**config.mk**
```make
export PLATFORM = sky130hd
export DESIGN_NAME = mfsm_monitor
export DESIGN_NICKNAME = d
export VERILOG_FILES = /design/src/pkg/mfsm_pkg.sv /design/src/verilog/mfsm_monitor.sv
export VERILOG_INCLUDE_DIRS = /design/src /design/src/pkg
export SDC_FILE = /design/constraint.sdc
export NUM_CORES = 1
export LEC_CHECK = 0
export ABC_CLOCK_PERIOD_IN_PS = 8300
export BUFFER_PORTS_ARGS = -buffer_cell sky130_fd_sc_hd__buf_2
export CAP_MARGIN = 20
export CORE_MARGIN = 2
export CORE_UTILIZATION = 60
export CTS_BUF_LIST = sky130_fd_sc_hd__clkbuf_16
export DETAILED_ROUTE_END_ITERATION = 6
export PLACE_DENSITY = 0.81
export SLEW_MARGIN = 20
export SYNTH_ARGS = -nofsm -noshare
export SYNTH_HDL_FRONTEND = slang
export SYNTH_SLANG_ARGS = --single-unit
```
**constraint.sdc**
```tcl
create_clock -name sys_clk -period 8.3 [get_ports sys_clk]
set_clock_uncertainty 0.2 [all_clocks]
set_input_delay 2.49 -clock sys_clk [delete_from_list [all_inputs] [get_ports sys_clk]]
set_output_delay 2.49 -clock sys_clk [all_outputs]
set_load 0.01 [all_outputs]
```
**src/pkg/mfsm_defines.svh**
```systemverilog
// constants for the fault and stall monitor
`ifndef MFSM_DEFINES_SVH
`define MFSM_DEFINES_SVH
`define MFSM_CLK_MHZ        40
`define MFSM_TALLY_W        12
`define MFSM_ZERO12         12'h000
`define MFSM_SCALE_LIMIT    12'h1f4
`define MFSM_SCALE_SHIFT    3
`define MFSM_AVG_SHIFT      2
`define MFSM_AVG_DEPTH      4
`define MFSM_OCP_FILT_NS    2000
`define MFSM_OCP_FILT_CYC   ((`MFSM_OCP_FILT_NS * `MFSM_CLK_MHZ) / 1000)
`define MFSM_RETRY_US       4000
`define MFSM_RETRY_CYC      ((`MFSM_RETRY_US * `MFSM_CLK_MHZ))
`define MFSM_CNT_W          20
`define MFSM_SHORTS_W       8
`define MFSM_LEARN_MARGIN   12'h010
`endif

```
**src/pkg/mfsm_pkg.sv**
```systemverilog
// types for the fault and stall monitor
package mfsm_pkg;
    typedef enum logic [1:0] {
        MFSM_OC_IDLE  = 2'b00,
        MFSM_OC_TRIP  = 2'b01,
        MFSM_OC_RETRY = 2'b10
    } mfsm_oc_e;

    typedef enum logic [1:0] {
        MFSM_LRN_IDLE = 2'b00,
        MFSM_LRN_RUN  = 2'b01,
        MFSM_LRN_DONE = 2'b10
    } mfsm_lrn_e;

    typedef struct packed {
        logic fault;
        logic supply_low_flag;
        logic pump_undervolt_flag;
        logic overcurrent_flag;
        logic blocked_flag;
        logic blocked_detail_flag;
        logic threshold_learn_done;
    } mfsm_flags_s;
endpackage : mfsm_pkg

```
**src/verilog/mfsm_monitor.sv**
```systemverilog
// fault supervision and stall detection core
`include "mfsm_defines.svh"
`timescale 1ns/10ps
`default_nettype none
module mfsm_monitor
    import mfsm_pkg::*;
#(
    parameter int RETRY_CYC = `MFSM_RETRY_CYC
) (
    // clock and reset
    input  wire logic                      sys_clk,
    input  wire logic                      reset,
    input  wire logic                      clk_en,
    // analog comparator pins and the sleep pin
    input  wire logic                      supply_low_cmp,
    input  wire logic                      pump_low_cmp,
    input  wire logic [3:0]                bridge_limit,
    input  wire logic [`MFSM_SHORTS_W-1:0] short_sense,
    input  wire logic                      sleep_pin_n,
    // configuration and commands
    input  wire logic                      overcurrent_recovery_select,
    input  wire logic                      clear_faults_cmd,
    input  wire logic                      ripple_mode,
    input  wire logic                      blocked_detect_enable,
    input  wire logic                      blocked_pin_report,
    input  wire logic                      tally_scale_bit,
    input  wire logic                      threshold_learn_start,
    input  wire logic                      threshold_wr,
    input  wire logic [11:0]               threshold_wdata,
    // half-cycle measurements
    input  wire logic                      half_cycle_done,
    input  wire logic [11:0]               off_time_rise,
    input  wire logic [11:0]               off_time_fall,
    // status
    output mfsm_flags_s                    flags,
    output logic [`MFSM_SHORTS_W-1:0]      short_diag_reg,
    output logic [7:0]                     tally_low_reg,
    output logic [3:0]                     tally_high_reg,
    output logic [11:0]                    blocked_threshold,
    // power stage control
    output logic [1:0]                     bridge_enable,
    output logic                           pump_enable,
    // open-drain fault pin
    output logic                           error_pin_n_out,
    output logic                           error_pin_n_oe
);
    // =========================================================
    // input synchronisers
    // =========================================================
    logic [8:0]  sync1;
    logic [8:0]  sync2;
    logic [`MFSM_SHORTS_W-1:0] short1;
    logic [`MFSM_SHORTS_W-1:0] short2;
    always_ff @(posedge sys_clk or posedge reset) begin
        if (reset) begin
            sync1  <= 9'h1e0;
            sync2  <= 9'h1e0;
            short1 <= 8'h00;
            short2 <= 8'h00;
        end else if (clk_en) begin
            sync1  <= {sleep_pin_n, 1'b1, 1'b1, supply_low_cmp,
                       pump_low_cmp, bridge_limit};
            sync2  <= sync1;
            short1 <= short_sense;
            short2 <= short1;
        end
    end
    wire logic       sleep_n_s = sync2[8];
    wire logic       uv_s      = sync2[5];
    wire logic       cp_s      = sync2[4];
    wire logic [3:0] lim_s     = sync2[3:0];

    // sleep reset pulse: rising edge of the synchronised sleep pin
    logic sleep_d;
    always_ff @(posedge sys_clk or posedge reset) begin
        if (reset) begin
            sleep_d <= 1'b1;
        end else if (clk_en) begin
            sleep_d <= sleep_n_s;
        end
    end
    wire logic clr = clear_faults_cmd | (sleep_n_s & ~sleep_d);

    // =========================================================
    // supply and pump flags
    // =========================================================
    // reset models the supply below the reset level: all flags low
    logic uv_flag;
    logic cp_flag;
    wire logic next_uv_flag = uv_s | (uv_flag & ~clr);
    wire logic next_cp_flag = cp_s | (cp_flag & ~clr);
    // power-up indicator: low until supply first rises above threshold
    logic powered;
    // low while the core is held in reset and until the first enabled clock after it
    logic alive;
    always_ff @(posedge sys_clk or posedge reset) begin
        if (reset) begin
            uv_flag <= 1'b0;
            cp_flag <= 1'b0;
            powered <= 1'b0;
            alive   <= 1'b0;
        end else if (clk_en) begin
            alive   <= 1'b1;
            // a falling supply after power-up latches the flag
            uv_flag <= powered ? next_uv_flag : 1'b0;
            cp_flag <= next_cp_flag;
            if (!uv_s) begin
                powered <= 1'b1;
            end
        end
    end

    // =========================================================
    // overcurrent per bridge
    // =========================================================
    logic [1:0] oc_flag;
    logic [1:0] oc_hold;
    logic [`MFSM_SHORTS_W-1:0] next_short;
    assign next_short = short2 | (short_diag_reg & {8{~clr}});
    always_ff @(posedge sys_clk or posedge reset) begin
        if (reset) begin
            short_diag_reg <= 8'h00;
        end else if (clk_en) begin
            short_diag_reg <= next_short;
        end
    end

    genvar gb;
    generate
        for (gb = 0; gb < 2; gb++) begin : g_bridge
            mfsm_oc_e            st;
            logic [`MFSM_CNT_W-1:0] cnt;
            wire logic lim = |lim_s[2*gb+1:2*gb];
            wire logic filt_done =
                (cnt >= `MFSM_CNT_W'(`MFSM_OCP_FILT_CYC));
            wire logic retry_done = (cnt >= `MFSM_CNT_W'(RETRY_CYC));
            always_ff @(posedge sys_clk or posedge reset) begin
                if (reset) begin
                    st          <= MFSM_OC_IDLE;
                    cnt         <= '0;
                    oc_flag[gb] <= 1'b0;
                    oc_hold[gb] <= 1'b0;
                end else if (clk_en) begin
                    case (st)
                        MFSM_OC_IDLE: begin
                            oc_flag[gb] <= oc_flag[gb] & ~clr;
                            if (!lim) begin
                                cnt <= '0;
                            end else if (filt_done) begin
                                st          <= MFSM_OC_TRIP;
                                oc_flag[gb] <= 1'b1;
                                oc_hold[gb] <= 1'b1;
                                cnt         <= '0;
                            end else begin
                                cnt <= cnt + 1'b1;
                            end
                        end
                        MFSM_OC_TRIP: begin
                            if (overcurrent_recovery_select) begin
                                st <= MFSM_OC_RETRY;
                            end else if (clr) begin
                                st          <= MFSM_OC_IDLE;
                                oc_hold[gb] <= 1'b0;
                                oc_flag[gb] <= lim;
                            end
                        end
                        MFSM_OC_RETRY: begin
                            if (!retry_done) begin
                                cnt <= cnt + 1'b1;
                            end else if (!lim) begin
                                st          <= MFSM_OC_IDLE;
                                oc_hold[gb] <= 1'b0;
                                cnt         <= '0;
                            end
                        end
                        default: begin
                            st <= MFSM_OC_IDLE;
                        end
                    endcase
                end
            end
        end
    endgenerate

    // =========================================================
    // torque tally
    // =========================================================
    logic [11:0] hist [`MFSM_AVG_DEPTH];
    wire logic [11:0] diff = (off_time_rise > off_time_fall) ?
        off_time_rise - off_time_fall : `MFSM_ZERO12;
    wire logic [13:0] sum = {2'b00, hist[0]} + {2'b00, hist[1]} +
                            {2'b00, hist[2]} + {2'b00, diff};
    wire logic [11:0] raw = sum[13:`MFSM_AVG_SHIFT];
    wire logic [11:0] scaled =
        (tally_scale_bit && raw < `MFSM_SCALE_LIMIT) ?
        (raw << `MFSM_SCALE_SHIFT) : raw;
    logic [11:0] tally;
    logic        tally_new;
    integer      hi;
    always_ff @(posedge sys_clk or posedge reset) begin
        if (reset) begin
            for (hi = 0; hi < `MFSM_AVG_DEPTH; hi++) begin
                hist[hi] <= `MFSM_ZERO12;
            end
            tally     <= `MFSM_ZERO12;
            tally_new <= 1'b0;
        end else if (clk_en) begin
            tally_new <= half_cycle_done;
            if (half_cycle_done) begin
                hist[0] <= diff;
                for (hi = 1; hi < `MFSM_AVG_DEPTH; hi++) begin
                    hist[hi] <= hist[hi-1];
                end
                tally <= scaled;
            end
        end
    end
    assign tally_low_reg  = tally[7:0];
    assign tally_high_reg = tally[11:8];

    // =========================================================
    // stall detect and threshold learning
    // =========================================================
    wire logic any_fault = uv_s | cp_s | (|oc_hold) | ~powered;
    wire logic detect_on = ripple_mode & blocked_detect_enable &
                           ~any_fault;
    wire logic stall_hit = detect_on & tally_new &
                           (tally < blocked_threshold);
    logic       stl_flag;
    logic       lrn_ok;
    mfsm_lrn_e  lrn_st;
    logic [11:0] lrn_min;
    always_ff @(posedge sys_clk or posedge reset) begin
        if (reset) begin
            stl_flag          <= 1'b0;
            lrn_ok            <= 1'b0;
            lrn_st            <= MFSM_LRN_IDLE;
            lrn_min           <= 12'hfff;
            blocked_threshold <= `MFSM_ZERO12;
        end else if (clk_en) begin
            stl_flag <= stall_hit | (stl_flag & ~clr);
            if (threshold_wr) begin
                blocked_threshold <= threshold_wdata;
            end
            case (lrn_st)
                MFSM_LRN_IDLE: begin
                    if (threshold_learn_start) begin
                        lrn_st  <= MFSM_LRN_RUN;
                        lrn_ok  <= 1'b0;
                        lrn_min <= 12'hfff;
                    end
                end
                MFSM_LRN_RUN: begin
                    // the deliberate stall shows as a collapsing tally
                    if (tally_new && tally < lrn_min) begin
                        lrn_min <= tally;
                    end
                    if (!threshold_learn_start) begin
                        lrn_st <= MFSM_LRN_DONE;
                    end
                end
                MFSM_LRN_DONE: begin
                    lrn_st <= MFSM_LRN_IDLE;
                    if (lrn_min != 12'hfff) begin
                        blocked_threshold <= lrn_min + `MFSM_LEARN_MARGIN;
                        lrn_ok            <= 1'b1;
                    end
                end
                default: begin
                    lrn_st <= MFSM_LRN_IDLE;
                end
            endcase
        end
    end

    // =========================================================
    // outputs
    // =========================================================
    // core in reset: pin released and summary flag low
    wire logic pin_fault = alive & (uv_s | cp_s | (|oc_hold) |
                           (stl_flag & blocked_pin_report) |
                           ~powered);
    // raw pump condition too, so the pin never leads the flag
    assign flags.fault = alive & (uv_s | ~powered | cp_s | cp_flag |
                         (|oc_flag) | stl_flag);
    assign flags.supply_low_flag      = uv_flag;
    assign flags.pump_undervolt_flag  = cp_flag;
    assign flags.overcurrent_flag     = |oc_flag;
    assign flags.blocked_flag         = stl_flag;
    assign flags.blocked_detail_flag  = stl_flag;
    assign flags.threshold_learn_done = lrn_ok;
    assign pump_enable   = ~uv_s & powered;
    assign bridge_enable = {2{~uv_s & ~cp_s & powered}} & ~oc_hold;
    assign error_pin_n_out = 1'b0;
    assign error_pin_n_oe  = ~pin_fault;
endmodule : mfsm_monitor
`default_nettype wire
```
## After elaboration in Yosys (flattened, before gate mapping)

Index checks and enable logic that the tools add are counted.

- Memory bits (writable): 0
- Bits of input ports: 63
- Latch bits: 0
- Bits in read-only memories: 0
- Output and inout bits: 44
- Logic and storage cells: 200
- Flip-flop bits (word level): 168
- Memories: 0

- Muxes and demuxes: 59
- Add/sub/neg operators: 7
- $lt $le $gt $ge: 8
- Divide/modulo/power cells: 0
- Bitwise logic cells: 41
- Reductions and logical operators: 30
- Shifts and indexed selects: 0
- Equality and inequality tests: 27
- Multipliers: 0

Operators by type and width:

| operator | count |
|---|---|
| $mux W20 | 8 |
| $mux W12 | 7 |
| $pmux W20 S2 | 2 |
| $add A20 B1 Y20 const B | 2 |
| $ge A20 B18 Y1 const B | 2 |
| $ge A20 B7 Y1 const B | 2 |
| $ne A2 B2 Y1 const B | 16 |
| $lt A12 B12 Y1 | 2 |
| $mux W2 | 12 |
| $pmux W12 S2 | 1 |
| $mux W1 | 21 |
| $and A1 B1 Y1 | 16 |
| $reduce_and A4 Y1 | 4 |
| $reduce_and A8 Y1 | 2 |
| $add A13 B12 Y14 | 1 |
| $add A14 B12 Y14 | 1 |
| $or A1 B1 Y1 | 14 |
| $add A12 B12 Y13 | 1 |
| $add A12 B5 Y12 const B | 1 |
| $gt A12 B12 Y1 | 1 |
| $lt A12 B9 Y1 const B | 1 |
| $ne A12 B12 Y1 const B | 1 |
| $ne A3 B3 Y1 const B | 4 |
| $pmux W2 S3 | 2 |
| other kinds (19) | 48 |

## Depth between registers and ports, before layout

Gate-level depths: netlist of run 1.

- Word-level depth: 8
- Gate-level depth with buffers: 23

## Worst setup path after synthesis of run 1

No wires, ideal clock.

- Path kind: input port to flip-flop
- Start: input off_time_rise[0]
- End: register tally[10]
- Buffers on the path: 0
- Data arrival time: 7.080 ns
- Slack: 0.878 ns
- Data required time: 7.958 ns
- Stages: 18
- Cells stage by stage: inv_1 > ha_1 > fa_1 > nand2b_1 > a2111oi_4 > a211oi_1 > nor2_1 > inv_1 > nor3_1 > fa_1 > ha_1 > nand2b_1 > a21o_1 > or4b_2 > o311a_1 > a2111o_1 > o21ai_4 > o221ai_1

- Longest elaborated chain between the ends: 6
- Elaborated cells on any way between the ends: 7
- Classes of those cells: add/sub: 2; order compare: 2; mux: 2; reduce/logical: 1

Ends and longest elaborated chain:

| item | line | source |
|---|---|---|
| from (decl) | mfsm_monitor.sv:32 | `input wire logic [11:0] off_time_rise,` |
| $sub A12 B12 Y12 / $gt A12 B12 Y1 (equally long branches) | mfsm_monitor.sv:190, mfsm_monitor.sv:189 |  |
| $mux W12 (no source line) * | -- |  |
| via diff[3] | mfsm_monitor.sv:189 | `wire logic [11:0] diff = (off_time_rise > off_time_fall) ?` |
| $add A14 B12 Y14 * | mfsm_monitor.sv:192 | `{2'b00, hist[2]} + {2'b00, diff};` |
| $lt A12 B9 Y1 (no source line) | -- |  |
| $logic_and A1 B1 Y1 (no source line) | -- |  |
| $mux W12 * | mfsm_monitor.sv:195 | `` (tally_scale_bit && raw < `MFSM_SCALE_LIMIT) ? `` |
| to (signal assigned) | mfsm_monitor.sv:205 | `` tally <= `MFSM_ZERO12; `` |
| to (signal assigned) | mfsm_monitor.sv:214 | `tally <= scaled;` |
| to (decl) | mfsm_monitor.sv:197 | `logic [11:0] tally;` |

The timed path passes the listed nets; every way through them passes the cells marked *.
A chain may end at the register's enable or synchronous reset.

## Worst setup path after layout of run 1

- Start: input off_time_rise[0]
- End: register tally[8]

The elaborated chain is that of the path after synthesis.

==> PnR_summary.wiki, run 1 <==
{| class="wikitable"
! Metric !! Value
|-
| Clock tree from TritonCTS || yes
|-
| Path category of the worst min-delay check || flip-flop to flip-flop
|-
| Final Max Slew Viols || 0
|-
| Number of I/O port buffers || 105
|-
| Vias || 8216
|-
| Syn Nets || 1223
|-
| MaxCap Viol Count || 0
|-
| Vias per Instance || 5.87
|-
| Async set-or-reset flop fraction in the synthesized netlist || 100%
|-
| Total of endpoints with negative setup slack in the final report || 0
|-
| Leakage || about 0.0055 uW
|-
| Number of nets in the layout || around 1300
|-
| Effective utilization at floorplan || between 60 and 70%
|-
| Synthesized flop and latch total || between 150 and 200
|-
| Leading registers by flop count || g_bridge.cnt x40, hist x36
|-
| Yosys warnings || 0
|-
| Transition time at the pin with the least slew margin || 0.906 ns
|-
| Number of buffers inserted during clock tree synthesis || 17
|-
| Latest clock arrival within the worst-skew pair || 0.42 ns
|-
| Post-synth top area share || 37.0%
|-
| Result of the run || complete, no violations
|-
| Antenna Cells || 0
|-
| Worst endpoint required time || roughly 8.4 ns
|-
| Initial antenna violation count || 0
|-
| Clock period minus worst slack || around 7.5 ns
|-
| Die height || 134 um
|-
| Average wire length per cell after detail routing || 16.2 um
|-
| Worst reg2reg endpoint || tally[8]$_DFFE_PP0P_
|-
| Synth-to-layout area growth || 12.4%
|-
| Highest achievable clock rate || 133 MHz
|-
| Register-to-register setup slack || 3.80 ns
|-
| Post-CTS Repair Setup Buffers || 0
|-
| Routed Wire Length || 22.6 mm
|-
| HP Start || hist[35]$_DFFE_PP0P_
|-
| Number of cells traversed by the worst hold path || 2
|-
| Mean post-synth cell area || 9.47 um^2
|-
| Crit start category || input pin
|-
| Die X || 134 um
|-
| Length of the first detailed-routing pass in iterations || 5
|-
| Share of cells above drive strength 1 || about a fifth
|-
| Leading area contributor after synthesis || sky130_fd_sc_hd__dfrtp_1
|-
| Flip-flop cell with the highest count after synthesis || sky130_fd_sc_hd__dfrtp_1
|-
| Root Buffer Master || sky130_fd_sc_hd__clkbuf_16
|-
| Count of standard-cell rows || 47
|-
| Clock Path Buffers || 2
|-
| Number of antenna-violating nets in the routed design || 0
|-
| Register bank with the most flops || g_bridge.cnt
|-
| Cell count after synthesis || 1078
|-
| I/O pin cnt || 107
|-
| Final hold violations || 0
|-
| Cell area after technology mapping || 10200 um^2
|-
| Floorplan die area || 18100 um^2
|-
| Post-Route Hold Slack || about 0.28 ns
|-
| Number of enable-type register cells in the synthesized netlist || 0
|-
| Setup repair after global routing missed its margin || no
|-
| DP Wirelength || 16.2 mm
|-
| Crit end category || flip-flop
|-
| Synth area leaders || sky130_fd_sc_hd__dfrtp_1, sky130_fd_sc_hd__ha_1, sky130_fd_sc_hd__nand2_1
|-
| Global route overflow || 0
|-
| Source of the worst register-to-register timing path || hist[13]$_DFFE_PP0P_
|-
| Setup tns final || 0 ns
|-
| GRT Resource Usage Total || 26.0%
|-
| Drt drc || 0
|-
| Clock slew at reported path FFs || 0.06 ns
|-
| H-tree level count || 4
|-
| Reg2reg path depth || 14
|-
| Portion of the post-synthesis area used by sequential elements || 41.4%
|-
| Top cells by count, synth || sky130_fd_sc_hd__dfrtp_1, sky130_fd_sc_hd__nand2_1, sky130_fd_sc_hd__o21ai_0
|-
| Post-CTS Resized || 0
|-
| Wire length of the first global-routing pass || around 38 mm
|-
| # hold bufs at CTS || 0
|-
| Iteration-0 DRC Markers || 642
|-
| Crit share post-route || 90.3%
|-
| Worst-path maximum fanout || 10
|-
| Hold endpoint || hist[23]$_DFFE_PP0P_
|-
| Number of different library cells in the post-synthesis netlist || 80
|-
| Largest net degree at the start of global routing || 97
|-
| Number of flip-flops in the largest register || 40
|-
| Largest vdd supply drop || 0.000174 V
|-
| Worst Path Arrival || 7.63 ns
|-
| Remaining max-slew budget at the tightest pin || slightly below 40%
|-
| CP Class || input pin to flip-flop
|-
| Number of sinks on the clock net || 168
|-
| Via count of the first global-routing pass || 8111
|-
| Post-layout power || roughly 3300 uW
|-
| Area of the placeable core || 16600 um^2
|-
| Last weighted congestion value of the routability-driven placer || 0.883
|-
| Power density of the placed cells || 288 nW/um^2
|}
==> stage by stage <==
step	cell area, um^2	std cells	util, %	worst slack (ns)
floorplan	10200	1078	-	0.878
global placement	10900	1367	65.7	0.596
detailed placement	10900	1367	65.7	0.415
CTS	11500	1399	69.3	0.831
global route	11500	1399	69.3	0.453
finish	11500	1399	69.3	0.807
==> report_power, final <==
part           internal (uW)  switching (uW)  leakage (uW)
Combinational            571             788       0.00313
Sequential               988             164       0.00209
Clock                    451             343      0.000288
Total                   2010            1300       0.00551
==> final cells by class <==
class	instances	area, um^2
clock buffers	17	425
clock inverters	15	171
fillers	1286	5100
inverters	77	294
multi-input cells	788	5500
flip-flops and latches	168	4230
well taps	220	275
repair buffers	114	593
==> kinds of logic after synthesis <==
family	count (synthesis)	share of synthesized area (%)
buf+inv	122	4.78
xor+xnor	20	1.72
other cells	1	0.0367
flops	168	41.4
mux	53	5.67
compound gates	280	18.4
fa+ha+maj	82	11.9
simple gates	352	16.1
==> worst max-delay path, cell delays in order <==
cell and delay (ns):
sky130_fd_sc_hd__buf_2 0.07, sky130_fd_sc_hd__inv_1 0.03, sky130_fd_sc_hd__ha_1 0.21, sky130_fd_sc_hd__fa_1 0.39, sky130_fd_sc_hd__nand2b_1 0.22, sky130_fd_sc_hd__a2111oi_4 0.39, sky130_fd_sc_hd__a211oi_1 0.13, sky130_fd_sc_hd__nor2_1 0.16
sky130_fd_sc_hd__inv_1 0.17, sky130_fd_sc_hd__nor2_1 0.24, sky130_fd_sc_hd__fa_1 0.44, sky130_fd_sc_hd__ha_1 0.42, sky130_fd_sc_hd__o21a_1 0.24, sky130_fd_sc_hd__o21ai_0 0.27, sky130_fd_sc_hd__a221oi_2 0.15, sky130_fd_sc_hd__a2111oi_0 0.42
sky130_fd_sc_hd__o211a_1 0.27, sky130_fd_sc_hd__and2_1 0.39, sky130_fd_sc_hd__mux2_2 0.39, sky130_fd_sc_hd__o21ai_1 0.13
==> layout by cell type (no fill, tap or decap), types with 6 or more instances in the layout <==
cell	synthesis	routed
sky130_fd_sc_hd__fa_1	25	25
sky130_fd_sc_hd__buf_2	1	105
sky130_fd_sc_hd__o22ai_1	13	13
sky130_fd_sc_hd__a22o_1	14	14
sky130_fd_sc_hd__dfstp_2	17	17
sky130_fd_sc_hd__nor4_1	7	7
sky130_fd_sc_hd__mux2_2	39	39
sky130_fd_sc_hd__nor3_1	33	33
sky130_fd_sc_hd__clkbuf_16	0	17
sky130_fd_sc_hd__nand2_1	151	151
sky130_fd_sc_hd__nand2b_1	18	18
sky130_fd_sc_hd__o31ai_1	15	15
sky130_fd_sc_hd__o211ai_1	11	11
sky130_fd_sc_hd__a21oi_1	59	59
sky130_fd_sc_hd__xnor2_1	13	13
sky130_fd_sc_hd__dfrtp_1	151	151
sky130_fd_sc_hd__and2_1	8	8
sky130_fd_sc_hd__o41ai_1	9	9
sky130_fd_sc_hd__buf_4	7	9
sky130_fd_sc_hd__nor2b_1	11	11
sky130_fd_sc_hd__nand3_1	22	22
sky130_fd_sc_hd__ha_1	57	57
sky130_fd_sc_hd__inv_1	77	76
sky130_fd_sc_hd__a31oi_1	7	7
sky130_fd_sc_hd__a21o_1	15	15
sky130_fd_sc_hd__xor2_1	7	7
sky130_fd_sc_hd__mux2i_1	14	14
sky130_fd_sc_hd__nand4_1	10	10
sky130_fd_sc_hd__or2_2	6	6
sky130_fd_sc_hd__o21ai_0	83	83
sky130_fd_sc_hd__nor2_1	57	57
sky130_fd_sc_hd__and3_1	12	12
==> layer usage <==
| metal | GRT usage (%) | vias up | part of all wire [%] |
|---|---|---|---|
| met3 | 4.20 | 32 | 4.4 |
| met4 | 6.78 | 0 | 1.3 |
| li1 | - | 4007 | - |
| met5 | 0 | - | 0 |
| met2 | 42.9 | 217 | 49 |
| met1 | 36.0 | 3960 | 45 |
==> worst max-delay path by stage <==
stage / startpoint / to / slack, ns / cells past startpoint
floorplan: off_time_rise[0] / tally[10]$_DFFE_PP0P_ / 0.88 / 18
global placement: off_time_rise[0] / tally[8]$_DFFE_PP0P_ / 0.60 / 20
detailed placement: off_time_rise[0] / tally[8]$_DFFE_PP0P_ / 0.42 / 20
CTS: off_time_rise[0] / tally[8]$_DFFE_PP0P_ / 0.83 / 20
global route: off_time_rise[0] / tally[10]$_DFFE_PP0P_ / 0.45 / 19
finish: off_time_rise[0] / tally[8]$_DFFE_PP0P_ / 0.81 / 20
(Power assumes the default switching activity.)
==> run 2: changes to the inputs <==
- CORE_UTILIZATION: 60 -> 50
- PLACE_DENSITY: 0.81 -> 0.69
==> run 2 against run 1 <==
Fmax decreased by 0.10%. First-iteration DRC count fell by 24%. Register-to-register slack barely moved. Combinational power about the same. Sequential share of layout area decreased by 0.22 points. Worst setup slack lost 0.0077 ns. Clock power up 2%. Worst hold slack better by 0.0082 ns. Utilization fell by 12 points. Cell count up 3.6%. Critical path type unchanged. Critical endpoint unchanged. Largest power group unchanged.
==> PnR_summary.wiki, run 2 (same netlist as run 1, synthesis figures left out) <==
{| class="wikitable"
! Metric !! Value
|-
| Crit end category || flip-flop
|-
| Buffers & Inverters on Critical Path || 2
|-
| Root Buffer Master || sky130_fd_sc_hd__clkbuf_16
|-
| Count of fill cells added during filler insertion || 1808
|-
| Number of sinks on the clock net || around 170
|-
| Register-to-register setup slack || 3.79 ns
|-
| Path category of the worst min-delay check || flip-flop to flip-flop
|-
| Clock period minus worst slack || approximately 7.5 ns
|-
| Vias per Instance || 5.63
|-
| Crit share post-route || roughly nine tenths
|-
| Leading registers by flop count || g_bridge.cnt x40, hist x36
|-
| Vias || between 8000 and 9000
|-
| # hold bufs at CTS || 0
|-
| Initial antenna violation count || 0
|-
| Remaining max-slew budget at the tightest pin || 38.8%
|-
| Number of buffers inserted during clock tree synthesis || 17
|-
| CP Class || input pin to flip-flop
|-
| Instance count on the critical path || 20
|-
| Length of the first detailed-routing pass in iterations || 5
|-
| Number of antenna-violating nets in the routed design || 0
|-
| Clock tree from TritonCTS || yes
|-
| Leakage || 0.00553 uW
|-
| Worst endpoint required time || ~8.5 ns
|-
| Setup repair after global routing missed its margin || no
|-
| Die X || between 100 and 150 um
|-
| Antenna Cells || 0
|-
| Register bank with the most flops || g_bridge.cnt
|-
| H-tree level count || 4
|-
| Cell seen most often among critical-path stages || sky130_fd_sc_hd__fa_1
|-
| Worst-path maximum fanout || 9
|-
| Slowest stage cell on the critical path || sky130_fd_sc_hd__fa_1
|-
| Highest achievable clock rate || 133 MHz
|-
| Wire length of the first global-routing pass || ~39 mm
|-
| Average wire length per cell after detail routing || 15.8 um
|-
| Crit path max-delay family || simple AND/OR/NAND/NOR gates
|-
| Total of endpoints with negative setup slack in the final report || 0
|-
| Worst Path Arrival || about 7.7 ns
|-
| Die height || 147 um
|-
| Post-CTS Resized || 0
|-
| MaxCap Viol Count || 0
|-
| Share of cells above drive strength 1 || 18.8%
|-
| Number of flip-flops in the largest register || 40
|-
| Number of I/O port buffers || between 100 and 150
|-
| Largest vdd supply drop || 0.000169 V
|-
| Area of the placeable core || 20200 um^2
|-
| Iteration-0 DRC Markers || 486
|-
| Clock slew at reported path FFs || 0.07 ns
|-
| Last weighted congestion value of the routability-driven placer || 0.888
|-
| Number of instances in the placed design || 1418
|-
| Final hold violations || 0
|-
| Largest net degree at the start of global routing || roughly 100
|-
| Transition time at the pin with the least slew margin || 0.918 ns
|-
| Number of cells traversed by the worst hold path || 1
|-
| Drt drc || 0
|-
| Final Max Slew Viols || 0
|-
| Floorplan die area || ~22000 um^2
|-
| Power density of the placed cells || 288 nW/um^2
|-
| Post-CTS Repair Setup Buffers || 0
|-
| Top library cells by usage in the layout, fill and taps aside || sky130_fd_sc_hd__nand2_1, sky130_fd_sc_hd__dfrtp_1, sky130_fd_sc_hd__buf_2
|-
| Synth-to-layout area growth || 13.1%
|-
| GRT Resource Usage Total || ~22%
|-
| Reg2reg path depth || 14
|-
| Clock Path Buffers || 2
|-
| DP Wirelength || 16.7 mm
|-
| Effective utilization at floorplan || 50.6%
|-
| Number of nets in the layout || 1312
|-
| Setup tns final || 0 ns
|-
| Global route overflow || 0
|-
| I/O pin cnt || approximately 110
|-
| Routed Wire Length || 23.0 mm
|-
| CP peak stage delay || 0.48 ns
|-
| Post-Layout Cell Count || 1450
|-
| Result of the run || complete, no violations
|-
| Via count of the first global-routing pass || 7796
|-
| Latest clock arrival within the worst-skew pair || 0.44 ns
|-
| Ordered list of cells on the worst path || buf_2 -> inv_1 -> ha_1 -> fa_1 -> nand2b_1 -> a2111oi_4 -> a211oi_1 -> or3_1 -> fa_1 -> nor3b_1 -> nand2_1 -> fa_1 -> nand2b_1 -> a21o_1 -> a221oi_2 -> o211a_1 -> o211a_1 -> and2_1 -> mux2_2 -> o21ai_1
|-
| Count of standard-cell rows || 52
|-
| Crit start category || input pin
|}
## run 2: changes by cell type in the layout (fill, tap and decap cells not counted)
cell,change
sky130_fd_sc_hd__clkinvlp_4,-1
sky130_fd_sc_hd__clkinv_1,-1
sky130_fd_sc_hd__buf_4,+1
sky130_fd_sc_hd__clkinv_2,-1
sky130_fd_sc_hd__inv_6,+3
sky130_fd_sc_hd__inv_1,+2
sky130_fd_sc_hd__clkinv_4,-2
## run 2: per-stage QoR
step                hold WS [ns]  total power, uW  util, %  instance area (um^2)  worst slack [ns]
floorplan                  0.241             2140        -                 10200             0.878
global placement           0.256             2470     54.3                 11000             0.584
detailed placement         0.279             2510     54.3                 11000             0.448
CTS                        0.295             3340     57.3                 11600             0.855
global route               0.311             3580     57.3                 11600             0.375
finish                     0.292             3320     57.3                 11600             0.799
## run 2: final timing paths
| kind | from | end |
|---|---|---|
| worst max-delay path | off_time_rise[0] | tally[8]$_DFFE_PP0P_ |
| worst min register to register | g_bridge[1].cnt[6]$_DFFE_PP0P_ | g_bridge[1].cnt[6]$_DFFE_PP0P_ |
| worst max register to register | hist[13]$_DFFE_PP0P_ | tally[8]$_DFFE_PP0P_ |
| min in group asynchronous | reset | short1[6]$_DFFE_PP0P_ |
| worst min-delay path | g_bridge[1].cnt[6]$_DFFE_PP0P_ | g_bridge[1].cnt[6]$_DFFE_PP0P_ |
| max in group asynchronous | reset | hist[46]$_DFFE_PP0P_ |
## run 2: where the power goes
group	leakage, uW	switching [uW]	internal [uW]	total [uW]
clock network	0.000298	359	452	811
logic	0.00313	791	568	1360
registers	0.00209	164	988	1150
## run 2: cell type report
type / instances / area [um^2] / area share, %
clock buffer: 17 / 425 / 3.68
clock inverter: 15 / 171 / 1.48
inverter: 77 / 294 / 2.54
multi-input combinational: 788 / 5500 / 47.6
sequential: 168 / 4230 / 36.6
tap: 270 / 338 / 2.92
timing repair buffer: 115 / 601 / 5.20
## run 2: worst reg2reg max path, stage by stage, from the launching register on
cell,delay [ns]
sky130_fd_sc_hd__dfrtp_1,0.40
sky130_fd_sc_hd__fa_1,0.54
sky130_fd_sc_hd__inv_1,0.06
sky130_fd_sc_hd__fa_1,0.44
sky130_fd_sc_hd__nor3b_1,0.26
sky130_fd_sc_hd__nand2_1,0.12
sky130_fd_sc_hd__fa_1,0.41
sky130_fd_sc_hd__nand2b_1,0.18
sky130_fd_sc_hd__a21o_1,0.22
sky130_fd_sc_hd__a221oi_2,0.35
sky130_fd_sc_hd__o211a_1,0.21
sky130_fd_sc_hd__o211a_1,0.17
sky130_fd_sc_hd__and2_1,0.39
sky130_fd_sc_hd__mux2_2,0.38
sky130_fd_sc_hd__o21ai_1,0.10
## run 2: metal layers
layer,GRT usage (%),wire (um),vias up
met4,5.58,291,0
met2,34.4,10700,166
met3,4.04,876,20
met1,32.3,11100,3964
met5,0,0,-
li1,-,-,4019
==> run 3: changes to the inputs <==
- MAX_ROUTING_LAYER: not set -> met4
- SLEW_MARGIN: 20 -> not set
==> run 3 against run 2 <==
Via count shrank 0.89%. Cell count is the same. Register-to-register slack is essentially flat. Clock-buffer cell count is the same. Highest routed layer unchanged. Routed wire length shrank 0.27%. Largest power group unchanged. Utilization is the same. Worst hold slack is essentially flat. Fmax grew 0.19%.
==> PnR_summary.wiki, run 3 (same netlist as run 1, synthesis figures left out) <==
{| class="wikitable"
! Metric !! Value
|-
| Die height || 147 um
|-
| Drt drc || 0
|-
| Number of I/O port buffers || 105
|-
| Antenna Cells || 0
|-
| Reg2reg path depth || 14
|-
| Path category of the worst min-delay check || flip-flop to flip-flop
|-
| Clock slew at reported path FFs || 0.07 ns
|-
| Floorplan die area || 21600 um^2
|-
| Total of endpoints with negative setup slack in the final report || 0
|-
| Die X || 147 um
|-
| Final standard cell utilization of the core || 57.3%
|-
| Clock Path Buffers || 2
|-
| Setup repair after global routing missed its margin || no
|-
| Largest net degree at the start of global routing || just over 100
|-
| Average wire length per cell after detail routing || approximately 16 um
|-
| Vias || just over 8000
|-
| Number of antenna-violating nets in the routed design || 0
|-
| Highest achievable clock rate || 134 MHz
|-
| Share of cells above drive strength 1 || 18.8%
|-
| # hold bufs at CTS || 0
|-
| Post-Route Hold Slack || 0.292 ns
|-
| Area occupied by multi-input gates || 5500 um^2
|-
| Count of fill cells added during filler insertion || 1808
|-
| Vias per Instance || 5.58
|-
| MaxCap Viol Count || 0
|-
| Setup slack at placement || 0.448 ns
|-
| Largest vdd supply drop || 0.000170 V
|-
| Critical Path End || tally[8]$_DFFE_PP0P_
|-
| Root Buffer Master || sky130_fd_sc_hd__clkbuf_16
|-
| Top library cells by usage in the layout, fill and taps aside || sky130_fd_sc_hd__nand2_1, sky130_fd_sc_hd__dfrtp_1, sky130_fd_sc_hd__buf_2
|-
| Number of flip-flops in the largest register || 40
|-
| Setup slack of the critical path after layout || between 0.8 and 0.9 ns
|-
| Crit start category || input pin
|-
| Post-CTS Resized || 0
|-
| Result of the run || complete, no violations
|-
| Iteration-0 DRC Markers || 449
|-
| Power density of the placed cells || 288 nW/um^2
|-
| H-tree level count || 4
|-
| Effective utilization at floorplan || about half
|-
| Layer with the highest usage after global routing || met2
|-
| Clock tree from TritonCTS || yes
|-
| Clock period minus worst slack || 7.49 ns
|-
| Met1 layer usage reported by global route || 32.4%
|-
| Transition time at the pin with the least slew margin || 0.916 ns
|-
| Source of the critical timing path || off_time_rise[0]
|-
| Worst endpoint required time || 8.46 ns
|-
| Final hold violations || 0
|-
| Last weighted congestion value of the routability-driven placer || 0.902
|-
| Number of nets in the layout || 1312
|-
| Register bank with the most flops || g_bridge.cnt
|-
| Worst Path Arrival || approximately 7.7 ns
|-
| Leading registers by flop count || g_bridge.cnt x40, hist x36
|-
| Register-to-register setup slack || 3.80 ns
|-
| Worst reg2reg endpoint || tally[8]$_DFFE_PP0P_
|-
| Crit end category || flip-flop
|-
| Crit share post-route || between 90% and 100%
|-
| Area of the placeable core || 20200 um^2
|-
| Synth-to-layout area growth || 13.1%
|-
| Setup tns final || 0 ns
|-
| I/O pin cnt || 107
|-
| Initial antenna violation count || 0
|-
| Post-layout power || 3320 uW
|-
| Met3 capacity usage during global routing || 3.63%
|-
| Leakage || 0.00553 uW
|-
| CP Class || input pin to flip-flop
|-
| Latest clock arrival within the worst-skew pair || 0.44 ns
|-
| DP Wirelength || approximately 17 mm
|-
| Global route overflow || 0
|-
| GRT Resource Usage Total || 22.8%
|-
| Number of sinks on the clock net || 168
|-
| Remaining max-slew budget at the tightest pin || 39.0%
|-
| HP Start || powered$_DFFE_PP0P_
|-
| Number of buffers inserted during clock tree synthesis || 17
|-
| Post-CTS Repair Setup Buffers || 0
|-
| Met2 routing resource usage after global routing || between 30 and 40%
|-
| Register cell area after layout || 4230 um^2
|-
| Wire length of the first global-routing pass || slightly below 40 mm
|-
| Length of the first detailed-routing pass in iterations || 5
|-
| Via count of the first global-routing pass || 7798
|-
| Count of standard-cell rows || 52
|-
| Worst-path maximum fanout || 9
|-
| Final Max Slew Viols || 0
|-
| Source of the worst register-to-register timing path || hist[13]$_DFFE_PP0P_
|-
| Routed Wire Length || 22.9 mm
|}
run 3: through the flow:
stage                     cell area [um^2]  std cells
after global routing                 11600       1450
final                                11600       1450
after detailed placement             11000       1418
after floorplan                      10200       1078
after global placement               11000       1418
after CTS                            11600       1450
run 3: metal layers:
metal | wire (um) | share of wire (%)
met5 | 0 | 0
met4 | 384 | 1.7
met2 | 10600 | 46
met3 | 880 | 3.8
met1 | 11000 | 48
run 3: where the power goes:
group          switching, uW  leakage [uW]  internal (uW)
Sequential               164       0.00209            988
Clock                    362      0.000298            452
Combinational            789       0.00313            568
run 3: worst min-delay path by stage:
stage                     slack, ns                             end  cells after the start
final                          0.29             powered$_DFFE_PP0P_                      1
after global routing           0.31  g_bridge[1].cnt[6]$_DFFE_PP0P_                      1
after CTS                      0.29  g_bridge[1].cnt[6]$_DFFE_PP0P_                      1
after detailed placement       0.28   short_diag_reg[6]$_DFFE_PP0P_                      1
after global placement         0.26             powered$_DFFE_PP0P_                      1
after floorplan                0.24             powered$_DFFE_PP0P_                      1
run 3: final cells by class:
cell class	instances	area share [%]
clock buffer	17	3.68
clock inverter	15	1.48
inverter	77	2.54
multi-input combinational	788	47.6
sequential	168	36.6
tap	270	2.92
timing repair buffer	115	5.20
run 3: worst max-delay path, cell delays in order:
cell and delay (ns):
sky130_fd_sc_hd__buf_2 0.08, sky130_fd_sc_hd__inv_1 0.03, sky130_fd_sc_hd__ha_1 0.22, sky130_fd_sc_hd__fa_1 0.39, sky130_fd_sc_hd__nand2b_1 0.23, sky130_fd_sc_hd__a2111oi_4 0.41, sky130_fd_sc_hd__a211oi_1 0.13, sky130_fd_sc_hd__or3_1 0.41
sky130_fd_sc_hd__fa_1 0.48, sky130_fd_sc_hd__nor3b_1 0.26, sky130_fd_sc_hd__nand2_1 0.12, sky130_fd_sc_hd__fa_1 0.41, sky130_fd_sc_hd__nand2b_1 0.18, sky130_fd_sc_hd__a21o_1 0.21, sky130_fd_sc_hd__a221oi_2 0.35, sky130_fd_sc_hd__o211a_1 0.20
sky130_fd_sc_hd__o211a_1 0.17, sky130_fd_sc_hd__and2_1 0.39, sky130_fd_sc_hd__mux2_2 0.38, sky130_fd_sc_hd__o21ai_1 0.11
